--- src/hdl/gdc_defs.svh ---
`ifndef GDC_DEFS_SVH
`define GDC_DEFS_SVH

`define GDC_ADDR_W          7
`define GDC_STORE_TOP       7'h1c
`define GDC_STORE_W         29
`define GDC_STORE_MASK      29'h1f3f_ffff
`define GDC_STATUS_BASE     7'h1d
`define GDC_STATUS_TOP      7'h27
`define GDC_STATUS_W        11
`define GDC_STATUS_W1C_MASK 11'h037
`define GDC_STATUS_RD_MASK  11'h7f7

`define GDC_TRIM_LSB        0
`define GDC_TRIM_W          14
`define GDC_SC_DISABLE_BIT  14
`define GDC_BEMF_SEL_BIT    15
`define GDC_SOURCE_LSB      16
`define GDC_SINK_LSB        19
`define GDC_TEST_LSB        24
`define GDC_TEST_W          5

`define GDC_ST_LS_LSB       0
`define GDC_ST_HS_LSB       4
`define GDC_ST_LIVE_LSB     6

`define GDC_REMAP_KEY       8'h67

`define GDC_PEAK_CODE0      10'h3e8
`define GDC_PEAK_CODE1      10'h190
`define GDC_PEAK_CODE2      10'h12c
`define GDC_PEAK_CODE3      10'h0c8
`define GDC_PEAK_CODE4      10'h096
`define GDC_PEAK_CODE5      10'h07d
`define GDC_PEAK_CODE6      10'h064
`define GDC_PEAK_CODE7      10'h04b

`endif

--- src/hdl/gdc_pkg.sv ---
package gdc_pkg;

  typedef logic [2:0] gdc_drive_code_t;
  typedef logic [9:0] gdc_peak_ma_t;
  typedef logic [6:0] gdc_bit_addr_t;

  typedef enum logic {
    GDC_BEMF_RATIO_12,
    GDC_BEMF_RATIO_5
  } gdc_bemf_ratio_t;

endpackage : gdc_pkg

--- src/hdl/gdc_bit_store.sv ---
`timescale 1ns/10ps
`default_nettype none
`include "gdc_defs.svh"

module gdc_bit_store #(
  parameter int               W    = `GDC_STORE_W,
  parameter logic [W-1:0]     MASK = `GDC_STORE_MASK
) (
  input  wire logic                  i_ref_clk,
  input  wire logic                  i_rstn,
  input  wire logic                  i_wr_en,
  input  wire gdc_pkg::gdc_bit_addr_t i_addr,
  input  wire logic                  i_wdata,
  output logic [W-1:0]               o_bits,
  output logic                       o_rdata
);

  logic [W-1:0] next_bits;
  logic         next_rdata;

  // Bits outside the mask hold zero and ignore writes.
  always_comb begin
    next_bits  = o_bits;
    next_rdata = 1'b0;
    if (i_wr_en && (i_addr < 7'(W))) begin
      next_bits[i_addr[4:0]] = i_wdata & MASK[i_addr[4:0]];
    end
    if (i_addr < 7'(W)) begin
      next_rdata = o_bits[i_addr[4:0]];
    end
  end

  always_ff @(posedge i_ref_clk) begin
    if (!i_rstn) begin
      o_bits  <= '0;
      o_rdata <= 1'b0;
    end else begin
      o_bits  <= next_bits;
      o_rdata <= next_rdata;
    end
  end

endmodule : gdc_bit_store

`default_nettype wire

--- src/hdl/gdc_regs.sv ---
`timescale 1ns/10ps
`default_nettype none
`include "gdc_defs.svh"

module gdc_regs (
  input  wire logic                     i_ref_clk,
  input  wire logic                     i_rstn,
  input  wire logic                     i_acc_valid,
  input  wire logic                     i_acc_write,
  input  wire gdc_pkg::gdc_bit_addr_t   i_acc_addr,
  input  wire logic                     i_acc_wdata,
  output logic                          o_acc_rvalid,
  output logic                          o_acc_rdata,
  input  wire logic                     i_remap_wr,
  input  wire logic [7:0]               i_remap_wdata,
  output logic                          o_remap,
  input  wire logic [2:0]               i_pwm_lo,
  input  wire logic [2:0]               i_pwm_hi,
  output logic [5:0]                    o_gpio_pwm,
  output logic [2:0]                    o_top_gate_drive,
  output logic [2:0]                    o_bottom_gate_drive,
  input  wire logic [2:0]               i_lower_switch_short,
  input  wire logic [1:0]               i_upper_switch_short,
  input  wire logic                     i_over_temp,
  input  wire logic                     i_charge_pump_good,
  input  wire logic                     i_motor_supply_undervolt,
  input  wire logic                     i_logic_supply_undervolt,
  input  wire logic                     i_driver_not_ready,
  output logic [`GDC_TRIM_W-1:0]        o_analog_trim,
  output logic                          o_sc_protect_off,
  output gdc_pkg::gdc_bemf_ratio_t      o_bemf_ratio,
  output gdc_pkg::gdc_drive_code_t      o_source_code,
  output gdc_pkg::gdc_drive_code_t      o_sink_code,
  output gdc_pkg::gdc_peak_ma_t         o_source_peak_ma,
  output gdc_pkg::gdc_peak_ma_t         o_sink_peak_ma,
  output logic [`GDC_TEST_W-1:0]        o_test_select
);

  function automatic gdc_pkg::gdc_peak_ma_t peak_ma(input gdc_pkg::gdc_drive_code_t code);
    case (code)
      3'h0:    peak_ma = `GDC_PEAK_CODE0;
      3'h1:    peak_ma = `GDC_PEAK_CODE1;
      3'h2:    peak_ma = `GDC_PEAK_CODE2;
      3'h3:    peak_ma = `GDC_PEAK_CODE3;
      3'h4:    peak_ma = `GDC_PEAK_CODE4;
      3'h5:    peak_ma = `GDC_PEAK_CODE5;
      3'h6:    peak_ma = `GDC_PEAK_CODE6;
      default: peak_ma = `GDC_PEAK_CODE7;
    endcase
  endfunction : peak_ma

  // Writable configuration bits live in the bit store.
  logic [`GDC_STORE_W-1:0] store_bits;
  logic                    store_rdata;
  logic                    store_wr;

  assign store_wr = i_acc_valid & i_acc_write & (i_acc_addr <= `GDC_STORE_TOP);

  gdc_bit_store #(
    .W    (`GDC_STORE_W),
    .MASK (`GDC_STORE_MASK)
  ) u_store (
    .i_ref_clk (i_ref_clk),
    .i_rstn    (i_rstn),
    .i_wr_en   (store_wr),
    .i_addr    (i_acc_addr),
    .i_wdata   (i_acc_wdata),
    .o_bits    (store_bits),
    .o_rdata   (store_rdata)
  );

  // Decoded configuration outputs, registered.
  logic [`GDC_TRIM_W-1:0]   next_trim;
  gdc_pkg::gdc_drive_code_t next_src;
  gdc_pkg::gdc_drive_code_t next_snk;

  always_comb begin
    next_trim = store_bits[`GDC_TRIM_LSB +: `GDC_TRIM_W];
    next_src  = store_bits[`GDC_SOURCE_LSB +: 3];
    next_snk  = store_bits[`GDC_SINK_LSB +: 3];
  end

  always_ff @(posedge i_ref_clk) begin
    if (!i_rstn) begin
      o_analog_trim    <= '0;
      o_sc_protect_off <= 1'b0;
      o_bemf_ratio     <= gdc_pkg::GDC_BEMF_RATIO_12;
      o_source_code    <= '0;
      o_sink_code      <= '0;
      o_source_peak_ma <= `GDC_PEAK_CODE0;
      o_sink_peak_ma   <= `GDC_PEAK_CODE0;
      o_test_select    <= '0;
    end else begin
      o_analog_trim    <= next_trim;
      o_sc_protect_off <= store_bits[`GDC_SC_DISABLE_BIT];
      o_bemf_ratio     <= gdc_pkg::gdc_bemf_ratio_t'(store_bits[`GDC_BEMF_SEL_BIT]);
      o_source_code    <= next_src;
      o_sink_code      <= next_snk;
      o_source_peak_ma <= peak_ma(next_src);
      o_sink_peak_ma   <= peak_ma(next_snk);
      o_test_select    <= store_bits[`GDC_TEST_LSB +: `GDC_TEST_W];
    end
  end

  // Analogue detector levels pass two flip-flops before use.
  logic [9:0] det_meta;
  logic [9:0] det_sync;

  always_ff @(posedge i_ref_clk) begin
    if (!i_rstn) begin
      det_meta <= '0;
      det_sync <= '0;
    end else begin
      det_meta <= {i_driver_not_ready, i_logic_supply_undervolt, i_motor_supply_undervolt,
                   i_charge_pump_good, i_over_temp, i_upper_switch_short,
                   i_lower_switch_short};
      det_sync <= det_meta;
    end
  end

  // Status flags: sticky short-circuit bits and live condition bits.
  logic [`GDC_STATUS_W-1:0] status;
  logic [`GDC_STATUS_W-1:0] next_status;
  logic [`GDC_STATUS_W-1:0] w1c_hit;
  logic [`GDC_STATUS_W-1:0] sc_set;
  gdc_pkg::gdc_bit_addr_t   st_off;

  always_comb begin
    st_off  = 7'(i_acc_addr - `GDC_STATUS_BASE);
    w1c_hit = '0;
    if (i_acc_valid && i_acc_write && i_acc_wdata &&
        (i_acc_addr >= `GDC_STATUS_BASE) && (i_acc_addr <= `GDC_STATUS_TOP)) begin
      w1c_hit[st_off[3:0]] = 1'b1;
    end
    w1c_hit = w1c_hit & `GDC_STATUS_W1C_MASK;
    sc_set  = '0;
    if (!o_sc_protect_off) begin
      sc_set[`GDC_ST_LS_LSB +: 3] = det_sync[2:0];
      sc_set[`GDC_ST_HS_LSB +: 2] = det_sync[4:3];
    end
    // A detection in the clearing cycle wins over the clear.
    next_status = ((status & ~w1c_hit) | sc_set) & `GDC_STATUS_W1C_MASK;
    next_status[`GDC_ST_LIVE_LSB +: 5] = det_sync[9:5];
  end

  always_ff @(posedge i_ref_clk) begin
    if (!i_rstn) begin
      status <= '0;
    end else begin
      status <= next_status;
    end
  end

  // Read path: request, then status bit and store bit, then answer.
  localparam logic [`GDC_STATUS_W-1:0] RD_MASK = `GDC_STATUS_RD_MASK;

  logic rd_pend;
  logic rd_is_status;
  logic rd_status_bit;
  logic next_rd_status_bit;

  always_comb begin
    next_rd_status_bit = 1'b0;
    if ((i_acc_addr >= `GDC_STATUS_BASE) && (i_acc_addr <= `GDC_STATUS_TOP)) begin
      next_rd_status_bit = status[st_off[3:0]] & RD_MASK[st_off[3:0]];
    end
  end

  always_ff @(posedge i_ref_clk) begin
    if (!i_rstn) begin
      rd_pend       <= 1'b0;
      rd_is_status  <= 1'b0;
      rd_status_bit <= 1'b0;
      o_acc_rvalid  <= 1'b0;
      o_acc_rdata   <= 1'b0;
    end else begin
      rd_pend       <= i_acc_valid & ~i_acc_write;
      rd_is_status  <= i_acc_addr > `GDC_STORE_TOP;
      rd_status_bit <= next_rd_status_bit;
      o_acc_rvalid  <= rd_pend;
      o_acc_rdata   <= rd_pend & (rd_is_status ? rd_status_bit : store_rdata);
    end
  end

  // Keyed remap register on the PWM side.
  logic next_remap;

  always_comb begin
    next_remap = o_remap;
    if (i_remap_wr) begin
      next_remap = (i_remap_wdata == `GDC_REMAP_KEY);
    end
  end

  // PWM pins and gate drive, one phase per loop pass.
  logic [5:0] next_pins;
  logic [2:0] next_top;
  logic [2:0] next_bot;
  logic       sc_block;

  assign sc_block = |status[`GDC_ST_LS_LSB +: 6] & ~o_sc_protect_off;

  genvar ph;
  generate
    for (ph = 0; ph < 3; ph++) begin : g_phase
      always_comb begin
        if (o_remap) begin
          next_pins[ph]     = i_pwm_lo[ph];
          next_pins[ph + 3] = i_pwm_hi[ph];
        end else begin
          next_pins[ph]     = (ph == 0) ? i_pwm_hi[0] : (ph == 1) ? i_pwm_lo[0] : i_pwm_hi[1];
          next_pins[ph + 3] = (ph == 0) ? i_pwm_lo[1] : (ph == 1) ? i_pwm_hi[2] : i_pwm_lo[2];
        end
        next_top[ph] = o_gpio_pwm[ph + 3] & ~o_gpio_pwm[ph] & ~sc_block;
        next_bot[ph] = o_gpio_pwm[ph] & ~o_gpio_pwm[ph + 3] & ~sc_block;
      end
    end
  endgenerate

  always_ff @(posedge i_ref_clk) begin
    if (!i_rstn) begin
      o_remap             <= 1'b0;
      o_gpio_pwm          <= '0;
      o_top_gate_drive    <= '0;
      o_bottom_gate_drive <= '0;
    end else begin
      o_remap             <= next_remap;
      o_gpio_pwm          <= next_pins;
      o_top_gate_drive    <= next_top;
      o_bottom_gate_drive <= next_bot;
    end
  end

  a_remap_key_set: assert property (@(posedge i_ref_clk) disable iff (!i_rstn)
    i_remap_wr && (i_remap_wdata == 8'h67) |=> o_remap)
    else $error("remap bit not set by key write");

  a_remap_other_clr: assert property (@(posedge i_ref_clk) disable iff (!i_rstn)
    i_remap_wr && (i_remap_wdata != 8'h67) |=> !o_remap)
    else $error("remap bit not cleared by other value");

  a_shoot_through_off: assert property (@(posedge i_ref_clk) disable iff (!i_rstn)
    i_remap_wr == 1'b0 && o_remap && (i_pwm_lo[0] && i_pwm_hi[0])
    |=> ##1 !o_top_gate_drive[0] && !o_bottom_gate_drive[0])
    else $error("both gates of phase 1 driven on pattern 11");

  a_lower_follow: assert property (@(posedge i_ref_clk) disable iff (!i_rstn)
    o_gpio_pwm[1] && !o_gpio_pwm[4] && !sc_block
    |=> o_bottom_gate_drive[1] && !o_top_gate_drive[1])
    else $error("lower gate of phase 2 does not follow its input");

  a_remap_route: assert property (@(posedge i_ref_clk) disable iff (!i_rstn)
    o_remap && !i_remap_wr |=> o_gpio_pwm == {$past(i_pwm_hi), $past(i_pwm_lo)})
    else $error("remapped pin order wrong");

  a_sc_sticky_hold: assert property (@(posedge i_ref_clk) disable iff (!i_rstn)
    status[0] && !(i_acc_valid && i_acc_write && i_acc_wdata && i_acc_addr == 7'h1d)
    |=> status[0])
    else $error("lower short flag U lost without clear");

  a_sc_disable_mask: assert property (@(posedge i_ref_clk) disable iff (!i_rstn)
    $rose(status[4]) |-> !$past(o_sc_protect_off))
    else $error("upper short flag set while protection off");

  a_peak_map: assert property (@(posedge i_ref_clk) disable iff (!i_rstn)
    o_source_code == 3'h0 |-> o_source_peak_ma == 10'h3e8)
    else $error("source code 0 not mapped to 1000 mA");

  a_unmapped_zero: assert property (@(posedge i_ref_clk) disable iff (!i_rstn)
    i_acc_valid && !i_acc_write && i_acc_addr > 7'h27 |-> ##2 o_acc_rvalid && !o_acc_rdata)
    else $error("unmapped address read nonzero");

  a_ready_live: assert property (@(posedge i_ref_clk) disable iff (!i_rstn)
    ##3 $past(i_driver_not_ready, 3) == status[10])
    else $error("not ready flag does not track its detector");

  a_read_latency: assert property (@(posedge i_ref_clk) disable iff (!i_rstn)
    i_acc_valid && !i_acc_write |-> ##2 o_acc_rvalid)
    else $error("read answer missing two cycles after request");

  a_rvalid_cause: assert property (@(posedge i_ref_clk) disable iff (!i_rstn)
    o_acc_rvalid |-> $past(i_acc_valid && !i_acc_write, 2))
    else $error("read answer without a read request");

  a_sc_set_wins: assert property (@(posedge i_ref_clk) disable iff (!i_rstn)
    det_sync[0] && !o_sc_protect_off |=> status[0])
    else $error("lower short flag U not set on detection");

endmodule : gdc_regs

`default_nettype wire

--- config.mk ---
export PLATFORM = sky130hd
export DESIGN_NAME = gdc_regs
export DESIGN_NICKNAME = d
export VERILOG_FILES = /design/src/hdl/gdc_pkg.sv /design/src/hdl/gdc_bit_store.sv /design/src/hdl/gdc_regs.sv
export VERILOG_INCLUDE_DIRS = /design/src /design/src/hdl
export SDC_FILE = /design/constraint.sdc
export NUM_CORES = 1
export LEC_CHECK = 0
export ABC_AREA = 1
export BUFFER_PORTS_ARGS = -buffer_cell sky130_fd_sc_hd__buf_4
export CAP_MARGIN = 20
export CORE_MARGIN = 2
export CORE_UTILIZATION = 55
export DETAILED_ROUTE_END_ITERATION = 8
export GPL_ROUTABILITY_DRIVEN = 0
export GPL_TIMING_DRIVEN = 0
export HOLD_SLACK_MARGIN = 0.1
export PLACE_DENSITY = 0.8
export SLEW_MARGIN = 15
export SYNTH_ARGS = -nofsm -noshare
export SYNTH_HDL_FRONTEND = slang
export SYNTH_HIERARCHICAL = 1
export SYNTH_SLANG_ARGS = --single-unit
export TNS_END_PERCENT = 100
--- constraint.sdc ---
create_clock -name i_ref_clk -period 1.65 [get_ports i_ref_clk]
set_input_delay 0.0825 -clock i_ref_clk [delete_from_list [all_inputs] [get_ports i_ref_clk]]
set_output_delay 0.0825 -clock i_ref_clk [all_outputs]
set_load 0.02 [all_outputs]
## Word-level counts from Yosys, hierarchy flattened

Memory sizes are Yosys's and may differ from the RTL's.
Cells that the tools add are included.
W data, S select, Z words.

| operators by class | value |
|---|---|
| $add $sub $neg | 1 |
| $lt $le $gt $ge | 9 |
| equality and inequality tests | 13 |
| muxes and demuxes | 23 |
| bitwise logic cells | 31 |
| reduce and logical (&&, ||, !) cells | 13 |

Operators by type and width:

| kind | number |
|---|---|
| $pmux W10 S7 | 2 |
| $bwmux W29 | 1 |
| $and A1 B1 Y1 | 19 |
| $eq A3 B3 Y1 const B | 6 |
| $mux W1 | 13 |
| $eq A3 B2 Y1 const B | 4 |
| $not A1 Y1 | 9 |
| $eq A8 B7 Y1 const B | 1 |
| $logic_and A1 B1 Y1 | 8 |
| $ge A7 B5 Y1 const B | 1 |
| $gt A7 B5 Y1 const B | 1 |
| $le A7 B5 Y1 const B | 1 |
| $le A7 B6 Y1 const B | 1 |
| $lt A7 B5 Y1 const B | 1 |
| $and A6 B6 Y6 | 1 |
| $eq A3 B1 Y1 const B | 2 |
| $logic_not A3 Y1 | 2 |
| $lt A5 B6 Y1 const B | 1 |
| $mux W6 | 1 |
| $not A6 Y6 | 1 |
| $or A6 B6 Y6 | 1 |
| $reduce_or A6 Y1 | 1 |
| $bmux W1 S5 | 1 |
| $demux W1 S5 | 1 |
| 9 further kinds | 10 |

| word-level totals | value |
|---|---|
| flip-flop bits (word level) | 126 |
| memory bits (read-only) | 48 |
| output and inout bits | 62 |
| word-level logic and storage cells | 115 |
| memories | 2 |

Memories:

| memory | words | width | rd ports | clocked after Yosys merged registers in | wr ports | line | RTL |
|---|---|---|---|---|---|---|---|
| (no name shown) | 32 | 1 | 1 | 0 | 0 | gdc_bit_store.sv:26 | `next_bits[i_addr[4:0]] = i_wdata & MASK[i_addr[4:0]];` |
| (no name shown) | 16 | 1 | 1 | 0 | 0 | gdc_regs.sv:165 | `next_rd_status_bit = status[st_off[3:0]] & RD_MASK[st_off[3:0]];` |

## Depth between registers and ports, before layout

Gate-level depths: netlist (run 1).

| depth | value |
|---|---|
| depth after elaboration | 9 |
| depth in mapped cells | 12 |

## Cells and area by module

Netlist (run 1), hierarchy kept.

Modules (own cells, without submodules):

| module | instances | cells an instance | area each (µm²) | sequential area each (µm²) |
|---|---|---|---|---|
| gdc_regs | 1 | 389 | 3,225.6 | 1,901.8 |
| gdc_bit_store | 1 | 274 | 1,794.2 | 600.6 |

## Least setup slack after synthesis (run 1)

No wires, ideal clock.

| timing path | value |
|---|---|
| path type | input -> register |
| from | input port i_acc_addr[0] |
| to | register u_store.o_bits[2] |
| setup time | 0.115 ns |
| arrival | 1.375 ns |
| required time | 1.535 ns |
| path slack | 0.159 ns |
| cell stages on the path | 12 |
| cells stage by stage | buf_4 inv_2 ha_1 nor2_1 nor2_1 and3_1 inv_1 nor2_8 buf_6 nand4_1 nand2_1 nor2_1 |

RTL lines:

| element | line | RTL |
|---|---|---|
| from (decl) | gdc_regs.sv:10 | `input wire gdc_pkg::gdc_bit_addr_t i_acc_addr,` |
| $le A7 B5 Y1 (no line) | -- |  |
| $and A1 B1 Y1 | gdc_regs.sv:57 | `` assign store_wr = i_acc_valid & i_acc_write & (i_acc_addr <= `GDC_STORE_TOP); `` |
| via store_wr | gdc_regs.sv:55 | `logic store_wr;` |
| $logic_and A1 B1 Y1 | gdc_bit_store.sv:25 | `if (i_wr_en && (i_addr < 7'(W))) begin` |
| to (signal assigned) | gdc_bit_store.sv:38 | `o_bits <= next_bits;` |
| to (decl) | gdc_bit_store.sv:14 | `output logic [W-1:0] o_bits,` |

The timed path passes the listed nets, and every way through them passes these cells. The select of a mux whose other input is x is not followed.
A chain may end at the register's enable or synchronous reset.

## Worst setup path in the final report (run 1)

| timing path | value |
|---|---|
| from | input port i_acc_addr[4] |
| to | register u_store.o_rdata |

| on the way | value |
|---|---|
| word-level cells in the longest chain between the ends | 2 |

Ends and longest elaborated chain:

| element | line | RTL |
|---|---|---|
| $lt A7 B5 Y1 or $bmux W1 S5 (tied branches) | gdc_bit_store.sv:28, gdc_bit_store.sv:29 |  |
| $reduce_and A2 Y1 (no line) or $mux W1 (tied branches) | -- |  |
| to (signal assigned) | gdc_bit_store.sv:39 | `o_rdata <= next_rdata;` |
| to (decl) | gdc_bit_store.sv:15 | `output logic o_rdata` |

Parallel ways exist; a longest one is shown, timed or not. The select of a mux whose other input is x is not followed.

==> results of run 1 <==
[cell families (layout without fill, tap and decap cells)]
| kind of cell | count (synthesis) | count (layout) | synth area share (%) |
|---|---|---|---|
| AO/OA/AOI/OAI | 73 | 73 | 8.82 |
| buffers and inverters | 128 | 296 | 11.0 |
| AND/OR/NAND/NOR | 330 | 330 | 28.5 |
| other | 0 | 1 | 0 |
| XOR/XNOR | 1 | 1 | 0.324 |
| flip-flops | 125 | 125 | 49.9 |
| adder cells (fa/ha/maj) | 6 | 6 | 1.50 |
[stage by stage]
stage / power [mW] / util, % / TNS (ns)
detailed placement: 3.64 / 66.9 / -5.24
global placement: 3.63 / 66.9 / -4.80
CTS: 7.82 / 78.7 / 0
floorplan: 3.45 / - / 0
finish: 7.80 / 78.7 / 0
global route: 8.03 / 78.7 / -0.00165
[worst min-delay path, delay by kind of cell]
kind	cells	cell delay, ns
buffers and inverters	2	0.36
AND/OR/NAND/NOR	2	0.17
[layout make-up]
class / instances / area [µm²] / share of cell area (%)
Buffer: 30 / 183 / 2.63
Antenna cell: 1 / 2.50 / 0.0361
Clock inverter: 13 / 239 / 3.45
Clock buffer: 19 / 422 / 6.08
Inverter: 98 / 370 / 5.34
Multi-Input combinational cell: 410 / 1960 / 28.3
Timing Repair Buffer: 136 / 1120 / 16.1
Tap cell: 108 / 135 / 1.95
Sequential cell: 125 / 2500 / 36.1
[metal layers]
| layer | vias up | GRT usage, % | wire, µm |
|---|---|---|---|
| met1 | 2247 | 30.3 | 5240 |
| met2 | 277 | 47.1 | 6490 |
| li1 | 2419 | - | - |
| met4 | 0 | 14.1 | 500 |
| met3 | 59 | 7.03 | 1020 |
| met5 | - | 0 | 0 |
[sequential cells by signal (all words and copies together), names as in the netlist, 5 cells and up]
name,count
u_store/o_bits,29
o_analog_trim,14
det_meta,10
det_sync,10
o_sink_peak_ma,10
o_source_peak_ma,10
status,10
o_gpio_pwm,6
o_test_select,5
[how the worst max path moves through the flow]
stage,to,depth (start not counted),slack (ns),from
final,u_store/o_rdata,9,0.03,i_acc_addr[4]
after global routing,u_store/o_bits[19],12,-0.002,i_acc_addr[3]
after CTS,u_store/o_rdata,9,0.02,i_acc_addr[4]
after detailed placement,u_store/o_bits[3],13,-0.22,i_acc_addr[0]
after global placement,u_store/o_bits[9],13,-0.19,i_acc_addr[0]
after floorplan,u_store/o_bits[2],12,0.16,i_acc_addr[0]
[cell usage after synthesis]
cell type / instances / share of area, %
a21boi_0: 1 / 0.15
a21oi_1: 14 / 1.4
a31oi_1: 26 / 3.2
and3_1: 4 / 0.50
buf_1: 5 / 0.37
buf_2: 8 / 0.80
buf_4: 2 / 0.30
buf_6: 7 / 1.6
clkbuf_1: 8 / 0.60
clkinv_1: 1 / 0.075
dfxtp_1: 125 / 50
ha_1: 6 / 1.5
inv_1: 90 / 6.7
inv_2: 6 / 0.45
inv_4: 1 / 0.12
nand2_1: 187 / 14
nand2_2: 3 / 0.37
nand3_1: 24 / 2.4
nand3b_1: 2 / 0.30
nand4_1: 28 / 3.5
nor2_1: 68 / 5.1
nor2_2: 2 / 0.25
nor2_4: 1 / 0.22
nor2_8: 1 / 0.40
nor3_1: 2 / 0.20
nor3_2: 4 / 0.80
nor4_1: 4 / 0.50
o2111ai_1: 2 / 0.35
o211ai_1: 2 / 0.30
o21ai_0: 19 / 1.9
o21ai_4: 1 / 0.32
o21bai_1: 5 / 0.75
o22ai_1: 1 / 0.12
o31ai_1: 2 / 0.30
xor2_2: 1 / 0.32
[what timing repair did]
item	CTS	global route
resized for setup	0	1
hold endpoints to repair	40	0
hold buffers	38	0
endpoints found under the setup margin	0	10
[where the power goes]
| group | internal [mW] | total [mW] | leakage [nW] | switching (mW) |
|---|---|---|---|---|
| sequential | 3.07 | 3.10 | 1.02 | 0.0223 |
| clock | 2.77 | 4.12 | 0.318 | 1.35 |
| combinational | 0.237 | 0.586 | 2.22 | 0.349 |
[cell usage in the layout (no fill, tap or decap), types with 6 or more instances in the layout]
cell	synthesis	final
bufinv_16	0	6
nor2_1	68	68
inv_1	90	90
dlygate4sd3_1	0	38
clkbuf_1	8	10
clkbuf_16	0	16
a21oi_1	14	14
buf_4	2	100
nand3_1	24	24
buf_2	8	8
nand2_1	187	187
nand4_1	28	28
buf_6	7	7
o21ai_0	19	19
dfxtp_1	125	125
a31oi_1	26	26
inv_2	6	6
ha_1	6	6
==> results.yml, run 1 <==
timing:
  finalClockSkew_ns: 0.0151
  post-route-period-util_pct: 98.0
  whs_ns: 0.148
  slew_headroom_pct: 57.4
  hold_viol: 0
  drv_slew: 0
  tightestPinTransition_ns: 0.640
  timing.fmax_mhz: 619
  setup-violations-final: 0
  finalCriticalPeriod_ns: 1.62
  layout_setup_ws_ns: 0.0337
  rsz0062_at_grt: "yes"
grt:
  grt_usage_pct: 27.0
  grt_overflow_total: 0
  grt_pass1_vias: 4661
  antenna_found_initial: 1
  grt_max_degree: 17
  grt_pass1_wl_um: 21300
die:
  ios: 99
  core_um2: 8810
  die_x_um: 99.5
  die_h_um: 99.5
  die-area_um2: 9910
  initial_core_util_pct: 57.0
  num_rows: 34
pwr:
  power_leakage_nw: 3.55
  p_per_area_nw_per_um2: 1130
  ir_drop_v: 0.000769
finish:
  stdcell_count: 940
  layout-drive-gt1-share_pct: 19.9
  finalInstanceArea_um2: 6930
  area_growth_pct: 38.1
  fillers: 549
  nets: 861
clock_network:
  cts_buffers: 17
  tritoncts: "yes"
  clock-sinks: 125
  clock_path_buffers: 2
  cts_setup_buffers: 0
  clk_pin_slew_ns: 0.06
  clock_latency_ns: 0.51
  root_buffer: "clkbuf_8"
  htree_levels: 4
setup_path:
  path_cells: "dlygate4sd3_1, buf_4, buf_4, nand2_1, nor2_2, a21boi_1, dlygate4sd3_1, nand2_1, a21oi_1"
  reg2reg_slack_ns: 0.10
  r2r-end: "o_gpio_pwm[4]"
  worstPathMaxFanout: 7
  path_buf_inv: 4
  critical_path_class: "in2reg"
  endpoint_kind: "flip-flop"
  crit_path_top_delay_cell: "dlygate4sd3_1"
  cp_slowest_stage_delay_ns: 0.58
  worstPathRequired_ns: 2.09
  r2r_start: "o_remap"
  rr_worst_depth: 4
  critPathLaunchType: "input port"
  cp.arrival_ns: 2.05
  crit_family: "buffers and inverters"
route:
  finalWirelength_um: 13300
  drcViolationCount: 0
  wl_per_cell_um: 14.1
  via_per_inst: 5.32
  drt_iter0_markers: 387
  drtAntennaViolNets: 0
  vias: 5002
  firstDrtPassIters: 6
synth:
  avgSynthCellArea_um2: 7.57
  ys_ff_latch: 125
  yosys_warnings: 6
  synthesis.nets: 706
  syn_area_um2: 5020
  ys_types: 35
  syn-instance-count: 663
  seq_area_frac_synth_pct: 49.9
run_status:
  status: "completed"
placed_design:
  post_dp_cell_area_um2: 5890
  dp_hpwl_um: 8290
  port_buffers: 98
  pre_cts_ws_ns: -0.218
  post-place-cells: 869
min_path:
  min_to: "u_store/o_bits[0]"
  hold_path_class: "in2reg"
  whs_path_depth: 4
  min_from: "i_rstn"
flow_run:
  cap_viol_max_count: 0
No activity file was read; power rests on OpenSTA's default activity.
==> run 2: changes to the inputs <==
Settings changed: ABC_AREA 1 to not set.
==> results.yml, run 2 <==
pwr:
  swShare_pct: 24.5
  power_frac_comb_pct: 7.3
  ir_drop_v: 0.000628
  p_clk_share_pct: 49.1
  seq_power_share_pct: 43.5
  intPower_mw: 5.36
  power_leakage_nw: 2.90
  switching_power_mw: 1.74
  p_per_area_nw_per_um2: 1040
  power_mw: 7.10
die:
  die_h_um: 99.9
  num_rows: 34
  core_um2: 8810
  die-area_um2: 9980
  die_x_um: 99.9
  initial_core_util_pct: 57.4
  ios: 99
route:
  drcViolationCount: 0
  via_per_inst: 5.35
  finalWirelength_um: 12200
  wl_per_cell_um: 15.6
  drt_iter0_markers: 363
  vias: 4182
  drtAntennaViolNets: 0
  firstDrtPassIters: 5
synth:
  yosys_warnings: 6
  syn-instance-count: 510
  synth-async-reset-ratio_pct: 0
  seq_area_frac_synth_pct: 49.5
  yosysTopAreaCellShare_pct: 49.5
  synth_edf_count: 0
  ys_top_cells_by_count: "dfxtp_1 (125), and2_1 (56), mux2i_1 (37), nor2_1 (37), nor2b_1 (37)"
  synth_top_cells_by_area: "dfxtp_1 (49%), mux2i_1 (7.3%), and2_1 (6.9%), nor2b_1 (4.6%), nor2_1 (2.7%)"
  synth_flop_cell: "dfxtp_1"
  syn_area_um2: 5060
  avgSynthCellArea_um2: 9.91
  ys_types: 60
  synth.most_common_cell: "dfxtp_1"
  synthesis.nets: 553
  yosysTopAreaCell: "dfxtp_1"
  ys_ff_latch: 125
timing:
  whs_ns: 0.125
  tightestPinTransition_ns: 0.608
  post-route-period-util_pct: 100
  setup-violations-final: 1
  drv_slew: 0
  finalCriticalPeriod_ns: 1.66
  finalSetupTns_ns: -0.00771
  hold_viol: 0
  slew_headroom_pct: 59.5
  timing.fmax_mhz: 603
  finalClockSkew_ns: 0.0100
  layout_setup_ws_ns: -0.00771
setup_path:
  critPathLaunchType: "input port"
  cp_slowest_stage_delay_ns: 0.53
  worstPathRequired_ns: 2.08
  endpoint_kind: "flip-flop"
  cp.arrival_ns: 2.09
  crit_path_top_delay_cell: "dlygate4sd3_1"
  worstPathMaxFanout: 5
  critical_path_class: "in2reg"
  path_cells: "dlygate4sd3_1, buf_4, nand2_1, nor2_1, nor3b_4, nand4_1, buf_4, buf_6, nor2_1, nand2_1, a21boi_1"
placed_design:
  port_buffers: 97
  dp_hpwl_um: 7770
  post_dp_cell_area_um2: 5940
finish:
  reg.largest.list: "u_store/o_bits (29), o_analog_trim (14)"
  area_growth_pct: 35.6
  antenna_cells: 0
  fillers: 584
  largest_reg_flops: 29
  regArea_um2: 2500
  layout-drive-gt1-share_pct: 26.7
  layout_common_cells: "dfxtp_1 (125), buf_4 (106), and2_1 (55)"
  layout_commonest_cell: "dfxtp_1"
  largest-register: "u_store/o_bits"
  finalInstanceArea_um2: 6850
  nets: 703
  multi_input_area_um2: 2390
min_path:
  hold_path_class: "in2reg"
grt:
  grt_pass1_vias: 4006
  antenna_found_initial: 0
  grt_usage_pct: 24.9
  grt_max_degree: 17
  grt_overflow_total: 0
  grt_pass1_wl_um: 19400
run_status:
  status: "finished, violations left"
  violations: "negative setup slack"
clock_network:
  clock_latency_ns: 0.51
  htree_levels: 4
  cts_buffers: 17
  clk_pin_slew_ns: 0.06
  clock-sinks: 125
  root_buffer: "clkbuf_8"
  tritoncts: "yes"
  clock_path_buffers: 2
flow_run:
  cap_viol_max_count: 0
-- run 2: cell count changes in the layout (fill, tap and decap cells not counted), moves of 10 or more --
cell | before | now
nand3_1 | 24 | 8
a31oi_1 | 26 | 9
nor2b_1 | 0 | 37
a21oi_1 | 14 | 3
and2_1 | 0 | 55
nand4_1 | 28 | 5
nand2_1 | 187 | 28
mux2i_1 | 0 | 37
nor2_1 | 68 | 32
inv_1 | 90 | 9
dlygate4sd3_1 | 38 | 28
-- run 2: timing repair --
item	4_1_cts	5_1_grt
resized for setup	0	13
hold buffers	28	0
endpoints found under the hold margin	56	0
setup buffers	3	2
cloned	0	1
setup endpoints to repair	12	14
pin swaps	2	3
-- run 2: kinds of logic after synthesis --
family          synth area share [%]
simple gates                    25.8
flops                           49.5
compound gates                  9.53
buf+inv                         3.96
mux                             8.74
xor+xnor                        1.04
fa+ha+maj                       1.48
-- run 2: through the flow --
| stage | util (%) | setup slack (ns) | instances |
|---|---|---|---|
| floorplan | - | 0.0373 | 510 |
| global placement | 67.5 | -0.541 | 715 |
| detailed placement | 67.5 | -0.645 | 715 |
| CTS | 77.3 | 0.0383 | 778 |
| global route | 77.8 | -0.0234 | 781 |
| finish | 77.8 | -0.00771 | 781 |
-- run 2: area by class of cell --
cell class              instances  area share, %
plain buffers                  31           2.50
multi-input cells             343           34.8
well taps                     108           1.97
clock inverters                15           2.19
inverters                      11          0.639
flip-flops and latches        125           36.5
clock buffers                  17           6.04
repair buffers                131           15.3
-- run 2: per-layer routing --
metal,global-route usage (%),vias up,wire [µm]
li1,-,2032,-
met1,30.9,1931,5090
met2,42.4,191,5900
met3,5.08,28,866
met4,10.0,0,303
met5,0,-,0
-- run 2: critical path, delay by kind of cell --
kind                   cells  cell delay (ns)
buffers and inverters      4             0.97
AOI/OAI and AO/OA          1             0.18
and+or+nand+nor            6             0.83
-- run 2: worst paths after layout --
check | cells past startpoint | end | slack, ns | from
min | 4 | status[2] | 0.12 | i_acc_write
max | 11 | u_store/o_bits[27] | -0.008 | i_acc_valid
min reg2reg | 1 | status[10] | 0.43 | det_sync[9]
max reg2reg | 5 | u_store/o_rdata | 0.12 | u_store/o_bits[21]
-- run 2: power by group through the flow --
| stage | logic (mW) | registers [mW] | clock network, mW |
|---|---|---|---|
| after global placement | 0.440 | 3.15 | 0 |
| after global routing | 0.557 | 3.09 | 3.70 |
| final | 0.520 | 3.09 | 3.49 |
| after floorplan | 0.253 | 3.17 | 0 |
| after CTS | 0.507 | 3.09 | 3.54 |
| after detailed placement | 0.450 | 3.15 | 0 |
==> run 3: changes to the inputs <==
Settings changed: CORE_MARGIN 2 to not set.
==> results.yml, run 3 (synthesis results as in run 2) <==
setup_path:
  crit_family: "buffers and inverters"
  reg2reg_slack_ns: 0.11
  critical_path_class: "in2reg"
  worstPathMaxFanout: 9
  r2r-end: "u_store/o_rdata"
  endpoint_kind: "flip-flop"
  critPathLaunchType: "input port"
  r2r_start: "u_store/o_bits[21]"
  cp_slowest_stage_delay_ns: 0.63
  rr_worst_depth: 5
  worstPathRequired_ns: 2.05
  crit_path_top_delay_cell: "dlygate4sd3_1"
  path_cells: "buf_4, dlygate4sd3_1, inv_1, nand3_1, or2_2, mux2i_1, nor2b_1"
  cp.arrival_ns: 2.00
  path_buf_inv: 3
finish:
  multi_input_area_um2: 2390
  layout-drive-gt1-share_pct: 26.6
  layout_commonest_cell: "dfxtp_1"
  area_growth_pct: 36.8
  fillers: 559
  reg.largest.list: "u_store/o_bits (29), o_analog_trim (14)"
  final_util_pct: 78.6
  largest_reg_flops: 29
  regArea_um2: 2500
  nets: 704
  antenna_cells: 0
  layout_common_cells: "dfxtp_1 (125), buf_4 (107), and2_1 (55)"
  largest-register: "u_store/o_bits"
grt:
  grt_pass1_vias: 4162
  grt_overflow_total: 0
  antenna_found_initial: 0
  grt_usage_pct: 25.9
  grt_pass1_wl_um: 19700
  grt_max_degree: 17
route:
  drtAntennaViolNets: 0
  firstDrtPassIters: 7
  wl_per_cell_um: 15.6
  drcViolationCount: 9
  vias: 4291
  via_per_inst: 5.49
  drt_iter0_markers: 373
  finalWirelength_um: 12200
timing:
  timing.fmax_mhz: 627
  slew_headroom_pct: 61.8
  finalSetupTns_ns: 0
  whs_ns: 0.159
  finalCriticalPeriod_ns: 1.60
  hold_viol: 0
  finalClockSkew_ns: 0.0113
  tightestPinTransition_ns: 0.574
  drv_slew: 0
  rsz0062_at_grt: "yes"
  setup-violations-final: 0
  post-route-period-util_pct: 96.7
clock_network:
  clock_path_buffers: 2
  htree_levels: 4
  root_buffer: "clkbuf_8"
  clk_pin_slew_ns: 0.06
  clock_latency_ns: 0.51
  cts_buffers: 17
  clock-sinks: 125
  tritoncts: "yes"
die:
  initial_core_util_pct: 57.4
  num_rows: 34
  die_x_um: 97.9
  ios: 99
  core_um2: 8810
  die-area_um2: 9580
  die_h_um: 97.9
min_path:
  whs_path_depth: 6
  min_from: "i_acc_addr[5]"
  min_to: "u_store/o_bits[7]"
  hold_path_class: "in2reg"
pwr:
  p_per_area_nw_per_um2: 1080
  power_leakage_nw: 2.92
  ir_drop_v: 0.000717
  power_mw: 7.44
placed_design:
  port_buffers: 97
  dp_hpwl_um: 7700
run_status:
  status: "finished, violations left"
  violations: "design-rule violations"
flow_run:
  cap_viol_max_count: 0
## run 3: cell count changes in the layout (fill, tap and decap cells not counted), sizes merged
cell | previous run | this run
inv | 19 | 12
bufinv | 1 | 4
clkinvlp | 1 | 3
buf | 117 | 118
clkinv | 5 | 6
dlygate4sd3 | 28 | 29
## run 3: power breakdown
group | switching, mW | internal (mW)
sequential | 0.0203 | 3.07
clock | 1.34 | 2.49
combinational | 0.272 | 0.248
total | 1.63 | 5.81
## run 3: tightest hold or removal path, cell delays in order
cell      delay (ns)
buf_4           0.15
nor3b_4         0.07
nand4_1         0.13
nor2_1          0.06
nand2_1         0.06
a21boi_1        0.05
## run 3: area by class of cell
class                           instances  share of cell area, %
Sequential cell                       125                   36.2
Multi-Input combinational cell        343                   34.6
Timing Repair Buffer                  132                   15.4
Clock buffer                           18                   6.18
Clock inverter                         14                   2.78
Buffer                                 31                   2.37
Tap cell                              108                   1.95
Inverter                               11                  0.597
## run 3: routing by layer
metal,global-route usage (%),share of wire (%),up-vias
met2,43.0,48,217
met3,6.59,8.1,52
li1,-,-,2034
met1,30.2,41,1988
met4,15.7,3.4,0
met5,0,0,-
## run 3: per-stage QoR
step           area [µm²]  worst slack [ns]  std cells
2_1_floorplan        5080            0.0373        510
3_3_place_gp         5940            -0.535        715
3_5_place_dp         5940            -0.583        715
4_1_cts              6880            0.0677        780
5_1_grt              6920           -0.0490        782
6_report             6920            0.0546        782
## run 3: worst max-delay path by stage
stage	startpoint	end	slack (ns)	cells after the start
after floorplan	i_acc_addr[1]	u_store/o_bits[13]	0.04	10
after global placement	i_acc_addr[1]	u_store/o_bits[9]	-0.54	11
after detailed placement	i_acc_addr[1]	u_store/o_bits[17]	-0.58	11
after CTS	i_acc_valid	u_store/o_bits[27]	0.07	9
after global routing	i_acc_valid	u_store/o_bits[15]	-0.05	10
final	i_acc_addr[2]	u_store/o_bits[24]	0.05	7
## run 3: timing repair
| item | in CTS | in global routing |
|---|---|---|
| setup endpoints to repair | 7 | 12 |
| pin swaps | 2 | 2 |
| resized for setup | 0 | 10 |
| setup buffers | 4 | 2 |
| endpoints found under the hold margin | 54 | 0 |
| hold buffers | 29 | 0 |
